[src/kbh_defs.vh]
// Constants for the keyboard host port and fast reset/A20 register
`ifndef KBH_DEFS_VH
`define KBH_DEFS_VH
// Host I/O addresses (low byte)
`define KBH_ADDR_DATA 8'h60
`define KBH_ADDR_CMD 8'h64
`define KBH_ADDR_FAST 8'h92
// Status register fields
`define KBH_ST_OBF 0
`define KBH_ST_IBF 1
`define KBH_ST_CD 3
`define KBH_HOST_CD_ADDR_BIT 2
`define KBH_ST_RESET 8'h00
`define KBH_ST_USER_MASK 8'hF4
// Fast reset/A20 register
`define KBH_FAST_RESET 8'h24
`define KBH_FAST_FIXED 8'h24
`define KBH_FAST_RST_BIT 0
`define KBH_FAST_A20_BIT 1
// Configuration register bit that enables the fast register
`define KBH_CFG_FAST_EN_BIT 2
// Alternate reset timing
`define KBH_CLK_PERIOD_PS 5000
`define KBH_ALT_DELAY_NS 500
`define KBH_ALT_PULSE_NS 1000
`endif

[src/kbh_pulse_gen.v]
// Delayed fixed-width active-low pulse generator for the alternate reset
`timescale 1ns/1ps
module kbh_pulse_gen #(
    parameter DELAY_CYC = 100,
    parameter PULSE_CYC = 200,
    parameter CW = 16
) (
    input wire clk_i,
    input wire rst_n_i,
    input wire start_i,
    output reg pulse_n_o
);
    localparam S_IDLE = 3'b001;
    localparam S_WAIT = 3'b010;
    localparam S_PULSE = 3'b100;
    localparam integer DLY_M1 = DELAY_CYC - 1;
    localparam integer PLS_M1 = PULSE_CYC - 1;
    localparam [CW-1:0] DLY_LAST = DLY_M1[CW-1:0];
    localparam [CW-1:0] PLS_LAST = PLS_M1[CW-1:0];
    localparam [CW-1:0] CNT_ONE = {{(CW-1){1'b0}}, 1'b1};

    reg [2:0] state_r;
    reg [CW-1:0] cnt_r;

    // ----------------------------------------
    // Delay then pulse sequencer
    // ----------------------------------------
    always @(posedge clk_i or negedge rst_n_i) begin
        if (!rst_n_i) begin
            state_r <= S_IDLE;
            cnt_r <= {CW{1'b0}};
            pulse_n_o <= 1'b1;
        end else begin
            case (state_r)
                S_IDLE: begin
                    cnt_r <= {CW{1'b0}};
                    pulse_n_o <= 1'b1;
                    if (start_i) begin
                        state_r <= S_WAIT;
                    end
                end
                S_WAIT: begin
                    if (cnt_r == DLY_LAST) begin // [RULE_16]
                        cnt_r <= {CW{1'b0}};
                        pulse_n_o <= 1'b0;
                        state_r <= S_PULSE;
                    end else begin
                        cnt_r <= cnt_r + CNT_ONE;
                    end
                end
                S_PULSE: begin
                    if (cnt_r == PLS_LAST) begin // [RULE_16]
                        pulse_n_o <= 1'b1;
                        state_r <= S_IDLE;
                    end else begin
                        cnt_r <= cnt_r + CNT_ONE;
                    end
                end
                default: begin
                    state_r <= S_IDLE;
                    pulse_n_o <= 1'b1;
                end
            endcase
        end
    end
endmodule

[src/kbh_host_port.v]
// Keyboard controller host mailbox with fast reset/A20 register
// Functional notes
// [RULE_01] Embedded write of data loads host read buffer, sets output-full, may raise irq.
// [RULE_02] Embedded read returns host byte, clears input-full and its interrupt.
// [RULE_03] Status: bit0 output-full, bit1 input-full, bit3 command/data, rest user bits.
// [RULE_04] Status is read-only to host, read/write to embedded CPU.
// [RULE_05] Reset clears status to zero; data register has no reset value.
// [RULE_06] Host write sets command/data bit from host address bit 2.
// [RULE_07] Host write sets input-full and raises input-full interrupt if enabled.
// [RULE_08] Output-full set by embedded write, cleared when host reads data.
// [RULE_09] Controller runs from 12 MHz clock derived from 14.318 MHz reference.
// [RULE_10] Reset source holds reset at least 24 controller clock periods.
// [RULE_11] Fast register answers host only while config bit 2 is set.
// [RULE_12] Fast register is 8 bits at 92h, default 24h, drives reset and A20.
// [RULE_13] Reserved bits read fixed: 7:6 zero, 5 one, 4:3 zero, 2 one.
// [RULE_14] Bit 1 written 0 drives alternate A20 low, 1 drives it high.
// [RULE_15] System reset clears bit 0, alternate reset output inactive.
// [RULE_16] Writing bit 0 high pulses reset low at least 1 us after 500 ns.
// [RULE_17] No new pulse until bit 0 has been written back to zero.
// [RULE_18] With flags enabled and port bit 24 high, output-full drives keyboard irq.
// [RULE_19] With flags enabled and port bit 25 high, inverted input-full drives mouse irq.
// [RULE_20] Delay and pulse width come from counters on the block clock.
`timescale 1ns/1ps
`include "kbh_defs.vh"
module kbh_host_port #(
    parameter CW = 16
) (
    input wire CLOCK_I,
    input wire RST_B_I,
    // Host side
    input wire HOST_WR_I,
    input wire HOST_RD_I,
    input wire [7:0] HOST_ADDR_I,
    input wire [7:0] HOST_WDATA_I,
    output reg [7:0] HOST_RDATA_O,
    output reg HOST_RVALID_O,
    // Embedded controller side
    input wire EMB_DATA_WR_I,
    input wire EMB_DATA_RD_I,
    input wire EMB_STATUS_WR_I,
    input wire [7:0] EMB_WDATA_I,
    input wire EMB_FLAGS_EN_I,
    input wire KBD_IRQ_PORT_BIT_I,
    input wire MOUSE_IRQ_PORT_BIT_I,
    input wire [7:0] KBD_RESET_A20_CONFIG_I,
    output reg [7:0] EMB_DATA_O,
    output reg [7:0] EMB_STATUS_O,
    output reg INPUT_FULL_IRQ_N_O,
    // System outputs
    output reg KEYBOARD_IRQ_OUT_O,
    output reg MOUSE_IRQ_OUT_O,
    output reg ALTERNATE_A20_O,
    output wire ALTERNATE_RESET_N_O
);
    // ----------------------------------------
    // Timing counts
    // ----------------------------------------
    // Least times: round up to whole cycles
    localparam DELAY_CYC = (`KBH_ALT_DELAY_NS * 1000 + `KBH_CLK_PERIOD_PS - 1) / `KBH_CLK_PERIOD_PS;
    localparam PULSE_CYC = (`KBH_ALT_PULSE_NS * 1000 + `KBH_CLK_PERIOD_PS - 1) / `KBH_CLK_PERIOD_PS;

    // ----------------------------------------
    // Reset synchroniser
    // ----------------------------------------
    // Reset length from the source is the source's duty; here it is only synchronised
    reg rst_meta_r;
    reg rst_sync_r;
    always @(posedge CLOCK_I or negedge RST_B_I) begin
        if (!RST_B_I) begin
            rst_meta_r <= 1'b0;
            rst_sync_r <= 1'b0;
        end else begin
            rst_meta_r <= 1'b1;
            rst_sync_r <= rst_meta_r;
        end
    end
    wire rst_n = rst_sync_r;

    // ----------------------------------------
    // Decode
    // ----------------------------------------
    wire fast_en = KBD_RESET_A20_CONFIG_I[`KBH_CFG_FAST_EN_BIT];
    wire host_data_wr = HOST_WR_I && (HOST_ADDR_I == `KBH_ADDR_DATA);
    wire host_cmd_wr = HOST_WR_I && (HOST_ADDR_I == `KBH_ADDR_CMD);
    wire host_in_wr = host_data_wr || host_cmd_wr;
    wire host_data_rd = HOST_RD_I && (HOST_ADDR_I == `KBH_ADDR_DATA);
    wire host_stat_rd = HOST_RD_I && (HOST_ADDR_I == `KBH_ADDR_CMD);
    wire fast_hit = HOST_ADDR_I == `KBH_ADDR_FAST;
    wire fast_wr = HOST_WR_I && fast_hit && fast_en; // [RULE_11]
    wire fast_rd = HOST_RD_I && fast_hit && fast_en; // [RULE_11]

    // ----------------------------------------
    // Mailbox storage
    // ----------------------------------------
    // Data buffers are not reset; software must not trust them before a full flag
    reg [7:0] in_buf_r;
    reg [7:0] out_buf_r;
    always @(posedge CLOCK_I) begin
        if (host_in_wr) begin
            in_buf_r <= HOST_WDATA_I; // [RULE_05]
        end
        if (EMB_DATA_WR_I) begin
            out_buf_r <= EMB_WDATA_I; // [RULE_01]
        end
    end

    // ----------------------------------------
    // Status register
    // ----------------------------------------
    reg [7:0] status_r;
    reg [7:0] status_nxt;
    always @* begin
        status_nxt = status_r;
        if (EMB_STATUS_WR_I) begin
            // Only user bits are writable by the embedded CPU
            status_nxt = (status_r & ~`KBH_ST_USER_MASK) | (EMB_WDATA_I & `KBH_ST_USER_MASK); // [RULE_03]
        end
        // Clears first so that same-cycle sets win
        if (EMB_DATA_RD_I) begin
            status_nxt[`KBH_ST_IBF] = 1'b0; // [RULE_02]
        end
        if (host_data_rd) begin
            status_nxt[`KBH_ST_OBF] = 1'b0; // [RULE_08]
        end
        if (host_in_wr) begin
            status_nxt[`KBH_ST_IBF] = 1'b1; // [RULE_07]
            status_nxt[`KBH_ST_CD] = HOST_ADDR_I[`KBH_HOST_CD_ADDR_BIT]; // [RULE_06]
        end
        if (EMB_DATA_WR_I) begin
            status_nxt[`KBH_ST_OBF] = 1'b1; // [RULE_01] [RULE_08]
        end
    end

    always @(posedge CLOCK_I or negedge rst_n) begin
        if (!rst_n) begin
            status_r <= `KBH_ST_RESET; // [RULE_05]
        end else begin
            status_r <= status_nxt;
        end
    end

    // ----------------------------------------
    // Fast reset / A20 register
    // ----------------------------------------
    reg fast_rst_bit_r;
    reg fast_a20_bit_r;
    reg pulse_armed_r;
    reg pulse_start_r;
    always @(posedge CLOCK_I or negedge rst_n) begin
        if (!rst_n) begin
            fast_rst_bit_r <= 1'b0; // [RULE_15]
            fast_a20_bit_r <= 1'b0;
            pulse_armed_r <= 1'b1;
            pulse_start_r <= 1'b0;
        end else begin
            pulse_start_r <= 1'b0;
            if (fast_wr) begin
                fast_rst_bit_r <= HOST_WDATA_I[`KBH_FAST_RST_BIT];
                fast_a20_bit_r <= HOST_WDATA_I[`KBH_FAST_A20_BIT]; // [RULE_14]
                if (!HOST_WDATA_I[`KBH_FAST_RST_BIT]) begin
                    pulse_armed_r <= 1'b1; // [RULE_17]
                end else if (pulse_armed_r) begin
                    // One pulse per 0-to-1 sequence; repeated 1 writes are ignored
                    pulse_start_r <= 1'b1; // [RULE_16]
                    pulse_armed_r <= 1'b0; // [RULE_17]
                end
            end
        end
    end

    kbh_pulse_gen #(
        .DELAY_CYC(DELAY_CYC),
        .PULSE_CYC(PULSE_CYC),
        .CW(CW)
    ) u_pulse (
        .clk_i(CLOCK_I),
        .rst_n_i(rst_n),
        .start_i(pulse_start_r),
        .pulse_n_o(ALTERNATE_RESET_N_O)
    ); // [RULE_20]

    wire [7:0] fast_read = `KBH_FAST_FIXED | {6'h00, fast_a20_bit_r, fast_rst_bit_r}; // [RULE_12] [RULE_13]

    // ----------------------------------------
    // Host read data
    // ----------------------------------------
    always @(posedge CLOCK_I or negedge rst_n) begin
        if (!rst_n) begin
            HOST_RDATA_O <= 8'h00;
            HOST_RVALID_O <= 1'b0;
        end else begin
            HOST_RVALID_O <= host_data_rd || host_stat_rd || fast_rd;
            if (host_data_rd) begin
                HOST_RDATA_O <= out_buf_r;
            end else if (host_stat_rd) begin
                HOST_RDATA_O <= status_r; // [RULE_04]
            end else if (fast_rd) begin
                HOST_RDATA_O <= fast_read;
            end else begin
                HOST_RDATA_O <= 8'h00;
            end
        end
    end

    // ----------------------------------------
    // Embedded side and interrupt outputs
    // ----------------------------------------
    // Status, input-full irq and flag-enabled keyboard/mouse irqs register status_nxt so they match status_r with no lag; data and A20 follow one cycle later
    always @(posedge CLOCK_I or negedge rst_n) begin
        if (!rst_n) begin
            EMB_DATA_O <= 8'h00;
            EMB_STATUS_O <= `KBH_ST_RESET;
            INPUT_FULL_IRQ_N_O <= 1'b1;
            KEYBOARD_IRQ_OUT_O <= 1'b0;
            MOUSE_IRQ_OUT_O <= 1'b0;
            ALTERNATE_A20_O <= 1'b0;
        end else begin
            EMB_DATA_O <= in_buf_r; // [RULE_02]
            EMB_STATUS_O <= status_nxt; // [RULE_04]
            INPUT_FULL_IRQ_N_O <= ~status_nxt[`KBH_ST_IBF]; // [RULE_07] [RULE_02]
            ALTERNATE_A20_O <= fast_a20_bit_r; // [RULE_14]
            if (EMB_FLAGS_EN_I) begin
                KEYBOARD_IRQ_OUT_O <= KBD_IRQ_PORT_BIT_I & status_nxt[`KBH_ST_OBF]; // [RULE_18] [RULE_01]
                if (MOUSE_IRQ_PORT_BIT_I) begin
                    MOUSE_IRQ_OUT_O <= ~status_nxt[`KBH_ST_IBF]; // [RULE_19]
                end else begin
                    MOUSE_IRQ_OUT_O <= 1'b0;
                end
            end else begin
                KEYBOARD_IRQ_OUT_O <= KBD_IRQ_PORT_BIT_I;
                MOUSE_IRQ_OUT_O <= MOUSE_IRQ_PORT_BIT_I; // [RULE_19]
            end
        end
    end
    // Clock is the system's 200 MHz; the 12 MHz controller clock is made outside. [RULE_09]
endmodule

[config.mk]
export PLATFORM = sky130hd
export DESIGN_NAME = kbh_host_port
export DESIGN_NICKNAME = d
export VERILOG_FILES = /design/src/kbh_pulse_gen.v /design/src/kbh_host_port.v
export VERILOG_INCLUDE_DIRS = /design/src /design/src/src
export SDC_FILE = /design/constraint.sdc
export NUM_CORES = 1
export LEC_CHECK = 0
export BUFFER_PORTS_ARGS = -buffer_cell sky130_fd_sc_hd__clkbuf_2
export CAP_MARGIN = 10
export CORE_UTILIZATION = 43
export CTS_CLUSTER_SIZE = 20
export DETAILED_ROUTE_END_ITERATION = 7
export HOLD_SLACK_MARGIN = 0.02
export PLACE_DENSITY = 0.67
export SYNTH_ARGS = -nofsm -noshare
export SYNTH_HDL_FRONTEND = slang
export SYNTH_SLANG_ARGS = --single-unit
export TNS_END_PERCENT = 1
[constraint.sdc]
create_clock -name CLOCK_I -period 2.1 [get_ports CLOCK_I]
set_input_delay 0.525 -clock CLOCK_I [delete_from_list [all_inputs] [get_ports CLOCK_I]]
set_output_delay 0.525 -clock CLOCK_I [all_outputs]
set_load 0.02 [all_outputs]
==> results of run 1 <==
-- routing by layer --
metal  routed length, microns  up-vias  share of wire (%)  GRT usage [%]
met3                      279        8                4.8           4.62
met1                     2570     1035                 44           22.8
li1                         -     1048                  -              -
met4                       69        0                1.2           7.99
met2                     2860       52                 50           29.4
met5                        0        -                  0              0
-- cells in the final DEF (no fill, tap or decap), drive strengths merged, types with 4 or more instances in the layout --
cell type	instances
mux2i	4
o21a	6
inv	9
a21oi	13
buf	34
mux2	9
edfxtp	16
nor2b	4
nand3	10
dfrtp	51
or4	7
nand2	11
clkbuf	74
dfstp	4
o21ai	17
or3	7
nor2	14
nand4	6
-- power by group --
group	internal [uW]	switching, uW
clock network	683	554
logic	58.2	66.3
registers	1440	24.1
total	2180	644
-- worst max-delay path: stages (launching register included) --
cell	delay [ns]
sky130_fd_sc_hd__dfrtp_1	0.39
sky130_fd_sc_hd__or4_4	0.55
sky130_fd_sc_hd__or4_4	0.58
sky130_fd_sc_hd__nor2b_4	0.15
sky130_fd_sc_hd__or2_4	0.23
sky130_fd_sc_hd__mux2_2	0.25
-- cells by family after synthesis --
logic type | Yosys count | share of synthesized area (%)
compound gates | 49 | 12.0
xor+xnor | 2 | 0.603
fa+ha+maj | 1 | 0.431
buf+inv | 11 | 1.98
flops | 71 | 64.1
mux | 13 | 4.87
other cells | 1 | 0.129
simple gates | 77 | 15.9
-- state kept, by name, indices dropped and copies added, names as in the netlist --
register	cells
fast_a20_bit_r	1
rst_n	1
MOUSE_IRQ_OUT_O	1
HOST_RDATA_O	8
out_buf_r	8
pulse_armed_r	1
u_pulse.cnt_r	16
pulse_start_r	1
HOST_RVALID_O	1
u_pulse.state_r	3
EMB_STATUS_O	8
u_pulse.pulse_n_o	1
ALTERNATE_A20_O	1
INPUT_FULL_IRQ_N_O	1
in_buf_r	8
KEYBOARD_IRQ_OUT_O	1
EMB_DATA_O	8
fast_rst_bit_r	1
rst_meta_r	1
-- what timing repair did --
| item | 4_1_cts | 5_1_grt |
|---|---|---|
| resized for setup | 6 | 3 |
| gates cloned | 0 | 1 |
| pin swaps | 4 | 1 |
| hold buffers | 1 | 0 |
| endpoints found under the setup margin | 15 | 17 |
| hold endpoints to repair | 2 | 0 |
-- cell type report --
| cell class | instances | share of cell area (%) |
|---|---|---|
| sequential | 71 | 48.4 |
| tap | 77 | 2.50 |
| clock inverter | 7 | 2.66 |
| multi-input combinational | 143 | 26.5 |
| clock buffer | 9 | 3.22 |
| inverter | 6 | 0.585 |
| timing repair buffer | 100 | 16.2 |
-- metrics by stage --
stage / power (uW) / worst slack [ns]
after floorplan: 1550 / -0.113
after global placement: 1620 / -0.155
after detailed placement: 1620 / -0.177
after CTS: 2860 / -0.151
after global routing: 2940 / -0.184
final: 2830 / -0.152
-- worst max-delay path by stage --
stage                             end  slack, ns  cells after the start
floorplan            u_pulse.cnt_r[0]      -0.11                      6
global placement     u_pulse.cnt_r[0]      -0.15                      5
detailed placement   u_pulse.cnt_r[0]      -0.18                      5
CTS                  u_pulse.cnt_r[0]      -0.15                      5
global route        u_pulse.cnt_r[10]      -0.18                      7
finish               u_pulse.cnt_r[0]      -0.15                      5
==> flow_results.xml, run 1 <==
<?xml version="1.0" encoding="UTF-8"?>
<metrics>
  <group name="layout">
    <metric name="insertedDiodeCount" unit="">0</metric>
    <metric name="area_used_by_multi_input_combinational_logic" unit="sq um">1020</metric>
    <metric name="drive_above_1_share" unit="%">45.5</metric>
    <metric name="stdcell_count" unit="">413</metric>
    <metric name="n_fill_cell" unit="">510</metric>
    <metric name="syn2layout_area_growth" unit="%">32.6</metric>
    <metric name="fin_util" unit="%">59.9</metric>
    <metric name="seqCellArea" unit="sq um">1860</metric>
    <metric name="post-route-cell-area" unit="sq um">3850</metric>
    <metric name="num-nets-final" unit="">374</metric>
  </group>
  <group name="floorplanning">
    <metric name="floorplan.die_area" unit="sq um">7090</metric>
    <metric name="i_o_pin_total" unit="">72</metric>
    <metric name="die_x" unit="microns">84.2</metric>
    <metric name="initial_utilization" unit="%">45.2</metric>
    <metric name="core-area" unit="sq um">6420</metric>
    <metric name="die_height" unit="microns">84.2</metric>
    <metric name="number_of_placement_rows" unit="">29</metric>
  </group>
  <group name="cts">
    <metric name="clock-sinks" unit="">71</metric>
    <metric name="clk_slew_on_worst_s_h_paths" unit="ns">0.08</metric>
    <metric name="cts-root-to-sink-buffers" unit="">2</metric>
    <metric name="clockRootBuffer" unit="">sky130_fd_sc_hd__clkbuf_8</metric>
    <metric name="postCtsSetupRepairBufs" unit="">0</metric>
    <metric name="cts_tree" unit="">done</metric>
    <metric name="clock_tree.htree_level_count" unit="">3</metric>
    <metric name="clk-insertion-delay-late" unit="ns">0.34</metric>
    <metric name="cts_made_buffers" unit="">9</metric>
  </group>
  <group name="placement">
    <metric name="port_buffers" unit="">64</metric>
    <metric name="placedCellCount" unit="">395</metric>
    <metric name="placed_area" unit="sq um">3550</metric>
    <metric name="detailedPlacementHpwl" unit="microns">4130</metric>
    <metric name="gpl.final_weighted_congestion" unit="">0.801</metric>
  </group>
  <group name="yosys">
    <metric name="synth.avg_cell_area" unit="sq um">12.9</metric>
    <metric name="portion_of_the_post_synthesis_area_used_by_sequential_elements" unit="%">64.1</metric>
    <metric name="yosysUniqueCellTypes" unit="">51</metric>
    <metric name="synth_nets" unit="">268</metric>
    <metric name="synth_area_leaders" unit="">sky130_fd_sc_hd__dfrtp_1 44%, sky130_fd_sc_hd__edfxtp_1 17%, sky130_fd_sc_hd__dfstp_2 3.6%</metric>
    <metric name="synth_area_leader_cell" unit="">sky130_fd_sc_hd__dfrtp_1</metric>
    <metric name="syn_inst" unit="">225</metric>
    <metric name="synth_enable_flop_cells" unit="">16</metric>
    <metric name="synth_ff_type" unit="">sky130_fd_sc_hd__dfrtp_1</metric>
    <metric name="synth-async-reset-ratio" unit="%">77.5</metric>
    <metric name="synth_most_common_cell" unit="">sky130_fd_sc_hd__dfrtp_1</metric>
    <metric name="area_share_of_the_largest_cell_type_after_synthesis" unit="%">43.9</metric>
    <metric name="netlist_area_before_placement" unit="sq um">2900</metric>
    <metric name="ys_top_cells_by_count" unit="">51 x sky130_fd_sc_hd__dfrtp_1, 16 x sky130_fd_sc_hd__edfxtp_1, 14 x sky130_fd_sc_hd__nor2_1</metric>
    <metric name="ys_seq_elements" unit="">71</metric>
    <metric name="yosysWarningCount" unit="">0</metric>
  </group>
  <group name="setup_path">
    <metric name="r2r-start" unit="">u_pulse.cnt_r[14]</metric>
    <metric name="crit_required" unit="ns">2.33</metric>
    <metric name="cp.arrival" unit="ns">2.48</metric>
    <metric name="critPathLaunchType" unit="">flop</metric>
    <metric name="crit_path_max_fanout" unit="">3</metric>
    <metric name="ff2ff_setup_slack" unit="ns">-0.15</metric>
    <metric name="timing.reg2reg.worst_path_depth" unit="">5</metric>
    <metric name="setup.worst_path.end_class" unit="">flop</metric>
    <metric name="worstSetupStartpoint" unit="">u_pulse.cnt_r[14]</metric>
    <metric name="critical_path.reg2reg.endpoint" unit="">u_pulse.cnt_r[0]</metric>
    <metric name="timing_worst_setup_path_type" unit="">reg -&gt; reg</metric>
  </group>
  <group name="timing">
    <metric name="timing.final.ws_setup" unit="ns">-0.152</metric>
    <metric name="number_of_hold_violations_in_the_final_report" unit="">0</metric>
    <metric name="timing.final.crit_share" unit="%">107</metric>
    <metric name="period_needed" unit="ns">2.25</metric>
    <metric name="grt_setup_unrepaired" unit="">yes</metric>
    <metric name="maximum_frequency_from_static_timing_analysis" unit="GHz">0.444</metric>
    <metric name="fin_hold_ws" unit="ns">0.284</metric>
    <metric name="setup_viol" unit="">15</metric>
    <metric name="tns" unit="ns">-1.75</metric>
    <metric name="timing.slew.headroom" unit="%">59.8</metric>
    <metric name="pins_over_their_slew_limit" unit="">0</metric>
    <metric name="fin_worst_skew" unit="ns">0.00758</metric>
    <metric name="max_slew.worst_pin.slew" unit="ns">0.604</metric>
  </group>
  <group name="global_route">
    <metric name="first_global_vias" unit="">2180</metric>
    <metric name="initial_antenna_violation_count" unit="">0</metric>
    <metric name="congestion_overflow_gr" unit="">0</metric>
    <metric name="maximum_number_of_pins_on_one_net_before_global_route_repair" unit="">29</metric>
    <metric name="first_pass_grt_wire_length" unit="microns">9920</metric>
    <metric name="track_usage" unit="%">18.0</metric>
  </group>
  <group name="status">
    <metric name="run_status" unit="">finished, violations left</metric>
    <metric name="failed_checks" unit="">design-rule violations, negative setup slack</metric>
  </group>
  <group name="routing">
    <metric name="final_antenna_net_count" unit="">0</metric>
    <metric name="detailedRoute.firstPassIterationCount" unit="">6</metric>
    <metric name="vias" unit="">2143</metric>
    <metric name="wl_per_cell" unit="microns">14.0</metric>
    <metric name="first_iter_violations" unit="">163</metric>
    <metric name="routed_wl" unit="microns">5780</metric>
    <metric name="vias_per_cell" unit="">5.19</metric>
    <metric name="drt_drc_violations_left" unit="">2</metric>
  </group>
  <group name="flow_run">
    <metric name="cap_viol_max_count" unit="">0</metric>
  </group>
  <group name="pwr">
    <metric name="powerDensity" unit="nW/um^2">735</metric>
    <metric name="max_ir_drop_vdd" unit="V">0.000465</metric>
    <metric name="leakage" unit="uW">0.00173</metric>
  </group>
  <group name="min_path">
    <metric name="tightest_hold_check_type" unit="">reg -&gt; async</metric>
  </group>
</metrics>
Note: power is estimated with default switching activity, not from simulation.
==> run 2, diff against run 1 <==
--- a/config.mk
+++ b/config.mk
@@ -11,8 +11,10 @@
 export CORE_UTILIZATION = 43
 export CTS_CLUSTER_SIZE = 20
 export DETAILED_ROUTE_END_ITERATION = 7
+export GPL_TIMING_DRIVEN = 1
 export HOLD_SLACK_MARGIN = 0.02
-export PLACE_DENSITY = 0.67
+export MAX_ROUTING_LAYER = met4
+export PLACE_DENSITY = 0.69
 export SYNTH_ARGS = -nofsm -noshare
 export SYNTH_HDL_FRONTEND = slang
 export SYNTH_SLANG_ARGS = --single-unit
==> constraint.sdc (replaced) <==
create_clock -name CLOCK_I -period 1.85 [get_ports CLOCK_I]
set_input_delay 0.4625 -clock CLOCK_I [delete_from_list [all_inputs] [get_ports CLOCK_I]]
set_output_delay 0.4625 -clock CLOCK_I [all_outputs]
set_load 0.02 [all_outputs]
==> run 2 against run 1 <==
Global-route usage rose by 1.2 points; via count increased by 1.5%; worst hold slack got worse by 0.049 ns; core utilization rose by 1.5 points; count of clock-buffer cells in the layout up 1; sequential share of layout area shrank 1.2 points; non-clock buffer count up 10; highest routed layer unchanged; the flow still finishes with violations (design-rule violations, negative setup slack); critical endpoint unchanged; critical path type unchanged.
==> flow_results.xml, run 2 (synthesis results as in run 1) <==
<?xml version="1.0" encoding="UTF-8"?>
<metrics>
  <group name="cts">
    <metric name="cts_made_buffers" unit="">9</metric>
    <metric name="cts-root-to-sink-buffers" unit="">2</metric>
    <metric name="clock-sinks" unit="">71</metric>
    <metric name="clockRootBuffer" unit="">sky130_fd_sc_hd__clkbuf_8</metric>
    <metric name="cts_tree" unit="">done</metric>
    <metric name="clk_slew_on_worst_s_h_paths" unit="ns">0.08</metric>
    <metric name="clk-insertion-delay-late" unit="ns">0.33</metric>
    <metric name="clock_tree.htree_level_count" unit="">3</metric>
  </group>
  <group name="layout">
    <metric name="stdcell_count" unit="">423</metric>
    <metric name="syn2layout_area_growth" unit="%">36.0</metric>
    <metric name="layout.cells.most_common_list" unit="">64 x sky130_fd_sc_hd__clkbuf_2, 50 x sky130_fd_sc_hd__dfrtp_1, 42 x sky130_fd_sc_hd__buf_4</metric>
    <metric name="fin_util" unit="%">61.5</metric>
    <metric name="largest_register" unit="">u_pulse.cnt_r</metric>
    <metric name="largest_register_ffs" unit="">16</metric>
    <metric name="n_fill_cell" unit="">513</metric>
    <metric name="drive_above_1_share" unit="%">47.4</metric>
    <metric name="insertedDiodeCount" unit="">0</metric>
    <metric name="post-route-cell-area" unit="sq um">3950</metric>
    <metric name="layout.cells.most_common" unit="">sky130_fd_sc_hd__clkbuf_2</metric>
    <metric name="num-nets-final" unit="">384</metric>
  </group>
  <group name="routing">
    <metric name="met3_wirelength" unit="microns">349</metric>
    <metric name="drt_drc_violations_left" unit="">2</metric>
    <metric name="routed_wl" unit="microns">5860</metric>
    <metric name="vias" unit="">2175</metric>
    <metric name="wl_per_cell" unit="microns">13.9</metric>
    <metric name="first_iter_violations" unit="">72</metric>
    <metric name="wirelength_met1" unit="microns">2480</metric>
    <metric name="met2RoutedLength" unit="microns">3000</metric>
    <metric name="top_layer_used" unit="">met4</metric>
    <metric name="detailedRoute.firstPassIterationCount" unit="">6</metric>
    <metric name="final_antenna_net_count" unit="">0</metric>
    <metric name="vias_per_cell" unit="">5.14</metric>
  </group>
  <group name="pwr">
    <metric name="power_internal" unit="uW">2480</metric>
    <metric name="powerDensity" unit="nW/um^2">801</metric>
    <metric name="pwr-share-seq" unit="%">52.6</metric>
    <metric name="sw_frac_of_total" unit="%">21.6</metric>
    <metric name="clock_power_share" unit="%">42.6</metric>
    <metric name="total_power" unit="uW">3160</metric>
    <metric name="leakage" unit="uW">0.00179</metric>
    <metric name="power_frac_comb" unit="%">4.8</metric>
    <metric name="max_ir_drop_vdd" unit="V">0.000611</metric>
    <metric name="p_sw" unit="uW">683</metric>
  </group>
  <group name="floorplanning">
    <metric name="die_x" unit="microns">84.2</metric>
    <metric name="i_o_pin_total" unit="">72</metric>
    <metric name="number_of_placement_rows" unit="">29</metric>
    <metric name="floorplan.die_area" unit="sq um">7090</metric>
    <metric name="core-area" unit="sq um">6420</metric>
    <metric name="die_height" unit="microns">84.2</metric>
    <metric name="initial_utilization" unit="%">45.2</metric>
  </group>
  <group name="timing">
    <metric name="period_needed" unit="ns">2.25</metric>
    <metric name="pins_over_their_slew_limit" unit="">0</metric>
    <metric name="number_of_hold_violations_in_the_final_report" unit="">0</metric>
    <metric name="timing.final.crit_share" unit="%">122</metric>
    <metric name="grt_setup_unrepaired" unit="">yes</metric>
    <metric name="maximum_frequency_from_static_timing_analysis" unit="GHz">0.445</metric>
    <metric name="setup_viol" unit="">19</metric>
    <metric name="fin_worst_skew" unit="ns">0.00572</metric>
    <metric name="timing.final.ws_setup" unit="ns">-0.398</metric>
    <metric name="timing.slew.headroom" unit="%">65.6</metric>
    <metric name="fin_hold_ws" unit="ns">0.235</metric>
    <metric name="max_slew.worst_pin.slew" unit="ns">0.503</metric>
  </group>
  <group name="setup_path">
    <metric name="cp.arrival" unit="ns">2.47</metric>
    <metric name="critical_path.reg2reg.endpoint" unit="">u_pulse.cnt_r[0]</metric>
    <metric name="timing_worst_setup_path_type" unit="">reg -&gt; reg</metric>
    <metric name="crit_path_max_fanout" unit="">3</metric>
    <metric name="setup.worst_path.end_class" unit="">flop</metric>
    <metric name="ff2ff_setup_slack" unit="ns">-0.40</metric>
    <metric name="timing.reg2reg.worst_path_depth" unit="">5</metric>
    <metric name="crit_required" unit="ns">2.07</metric>
    <metric name="r2r-start" unit="">u_pulse.cnt_r[10]</metric>
    <metric name="critPathLaunchType" unit="">flop</metric>
  </group>
  <group name="status">
    <metric name="run_status" unit="">finished, violations left</metric>
    <metric name="failed_checks" unit="">design-rule violations, negative setup slack</metric>
  </group>
  <group name="min_path">
    <metric name="tightest_hold_check_type" unit="">reg -&gt; async</metric>
  </group>
  <group name="placement">
    <metric name="placed_area" unit="sq um">3650</metric>
    <metric name="gpl.final_weighted_congestion" unit="">0.818</metric>
    <metric name="port_buffers" unit="">64</metric>
    <metric name="placedCellCount" unit="">404</metric>
    <metric name="detailedPlacementHpwl" unit="microns">4290</metric>
  </group>
  <group name="global_route">
    <metric name="congestion_overflow_gr" unit="">0</metric>
    <metric name="initial_antenna_violation_count" unit="">0</metric>
    <metric name="maximum_number_of_pins_on_one_net_before_global_route_repair" unit="">23</metric>
    <metric name="first_pass_grt_wire_length" unit="microns">10000</metric>
    <metric name="first_global_vias" unit="">2201</metric>
    <metric name="track_usage" unit="%">19.2</metric>
  </group>
  <group name="flow_run">
    <metric name="cap_viol_max_count" unit="">0</metric>
  </group>
</metrics>
[run 2: power by group through the flow]
stage	clock network (uW)	registers (uW)	logic [uW]
after floorplan	0	1720	33.6
after global routing	1450	1670	167
after detailed placement	0	1700	150
after CTS	1380	1670	152
final	1350	1660	151
after global placement	0	1690	147
[run 2: how the worst max path moves through the flow]
stage	start	to	slack, ns
6_report	u_pulse.cnt_r[10]	u_pulse.cnt_r[0]	-0.40
5_1_grt	u_pulse.cnt_r[0]	u_pulse.cnt_r[0]	-0.46
4_1_cts	u_pulse.cnt_r[0]	u_pulse.cnt_r[0]	-0.39
3_5_place_dp	u_pulse.cnt_r[10]	u_pulse.cnt_r[0]	-0.39
3_3_place_gp	u_pulse.cnt_r[10]	u_pulse.cnt_r[0]	-0.37
2_1_floorplan	u_pulse.cnt_r[0]	u_pulse.cnt_r[0]	-0.36
[run 2: through the flow]
step | setup WS [ns] | setup TNS, ns
3_3_place_gp | -0.373 | -7.13
4_1_cts | -0.386 | -5.40
3_5_place_dp | -0.388 | -7.41
2_1_floorplan | -0.363 | -5.23
6_report | -0.398 | -5.05
5_1_grt | -0.457 | -6.56
[run 2: worst max-delay path, cell delays in order, from the launching register on]
cell                      delay [ns]
sky130_fd_sc_hd__dfrtp_1        0.38
sky130_fd_sc_hd__or4_4          0.54
sky130_fd_sc_hd__or4_4          0.57
sky130_fd_sc_hd__nor2b_4        0.14
sky130_fd_sc_hd__or2_1          0.24
sky130_fd_sc_hd__mux2_2         0.27
[run 2: area by class of cell]
type | count | area (sq um) | share of cell area (%)
tap | 77 | 96.3 | 2.44
inverter | 6 | 22.5 | 0.570
multi-input combinational | 143 | 1040 | 26.3
clock buffer | 10 | 128 | 3.23
clock inverter | 6 | 93.8 | 2.38
timing repair buffer | 110 | 706 | 17.9
sequential | 71 | 1860 | 47.2
[run 2: layer usage]
metal | vias up | GRT usage, %
met2 | 68 | 31.9
li1 | 1072 | -
met1 | 1031 | 21.9
met3 | 4 | 6.69
met4 | 0 | 5.80
met5 | - | -
[run 2: timing repair]
item / CTS / global route
hold buffers: 1 / 0
setup buffers: 2 / 0
pin swaps: 0 / 6
endpoints found under the setup margin: 19 / 23
resized for setup: 1 / 12
endpoints found under the hold margin: 2 / 0
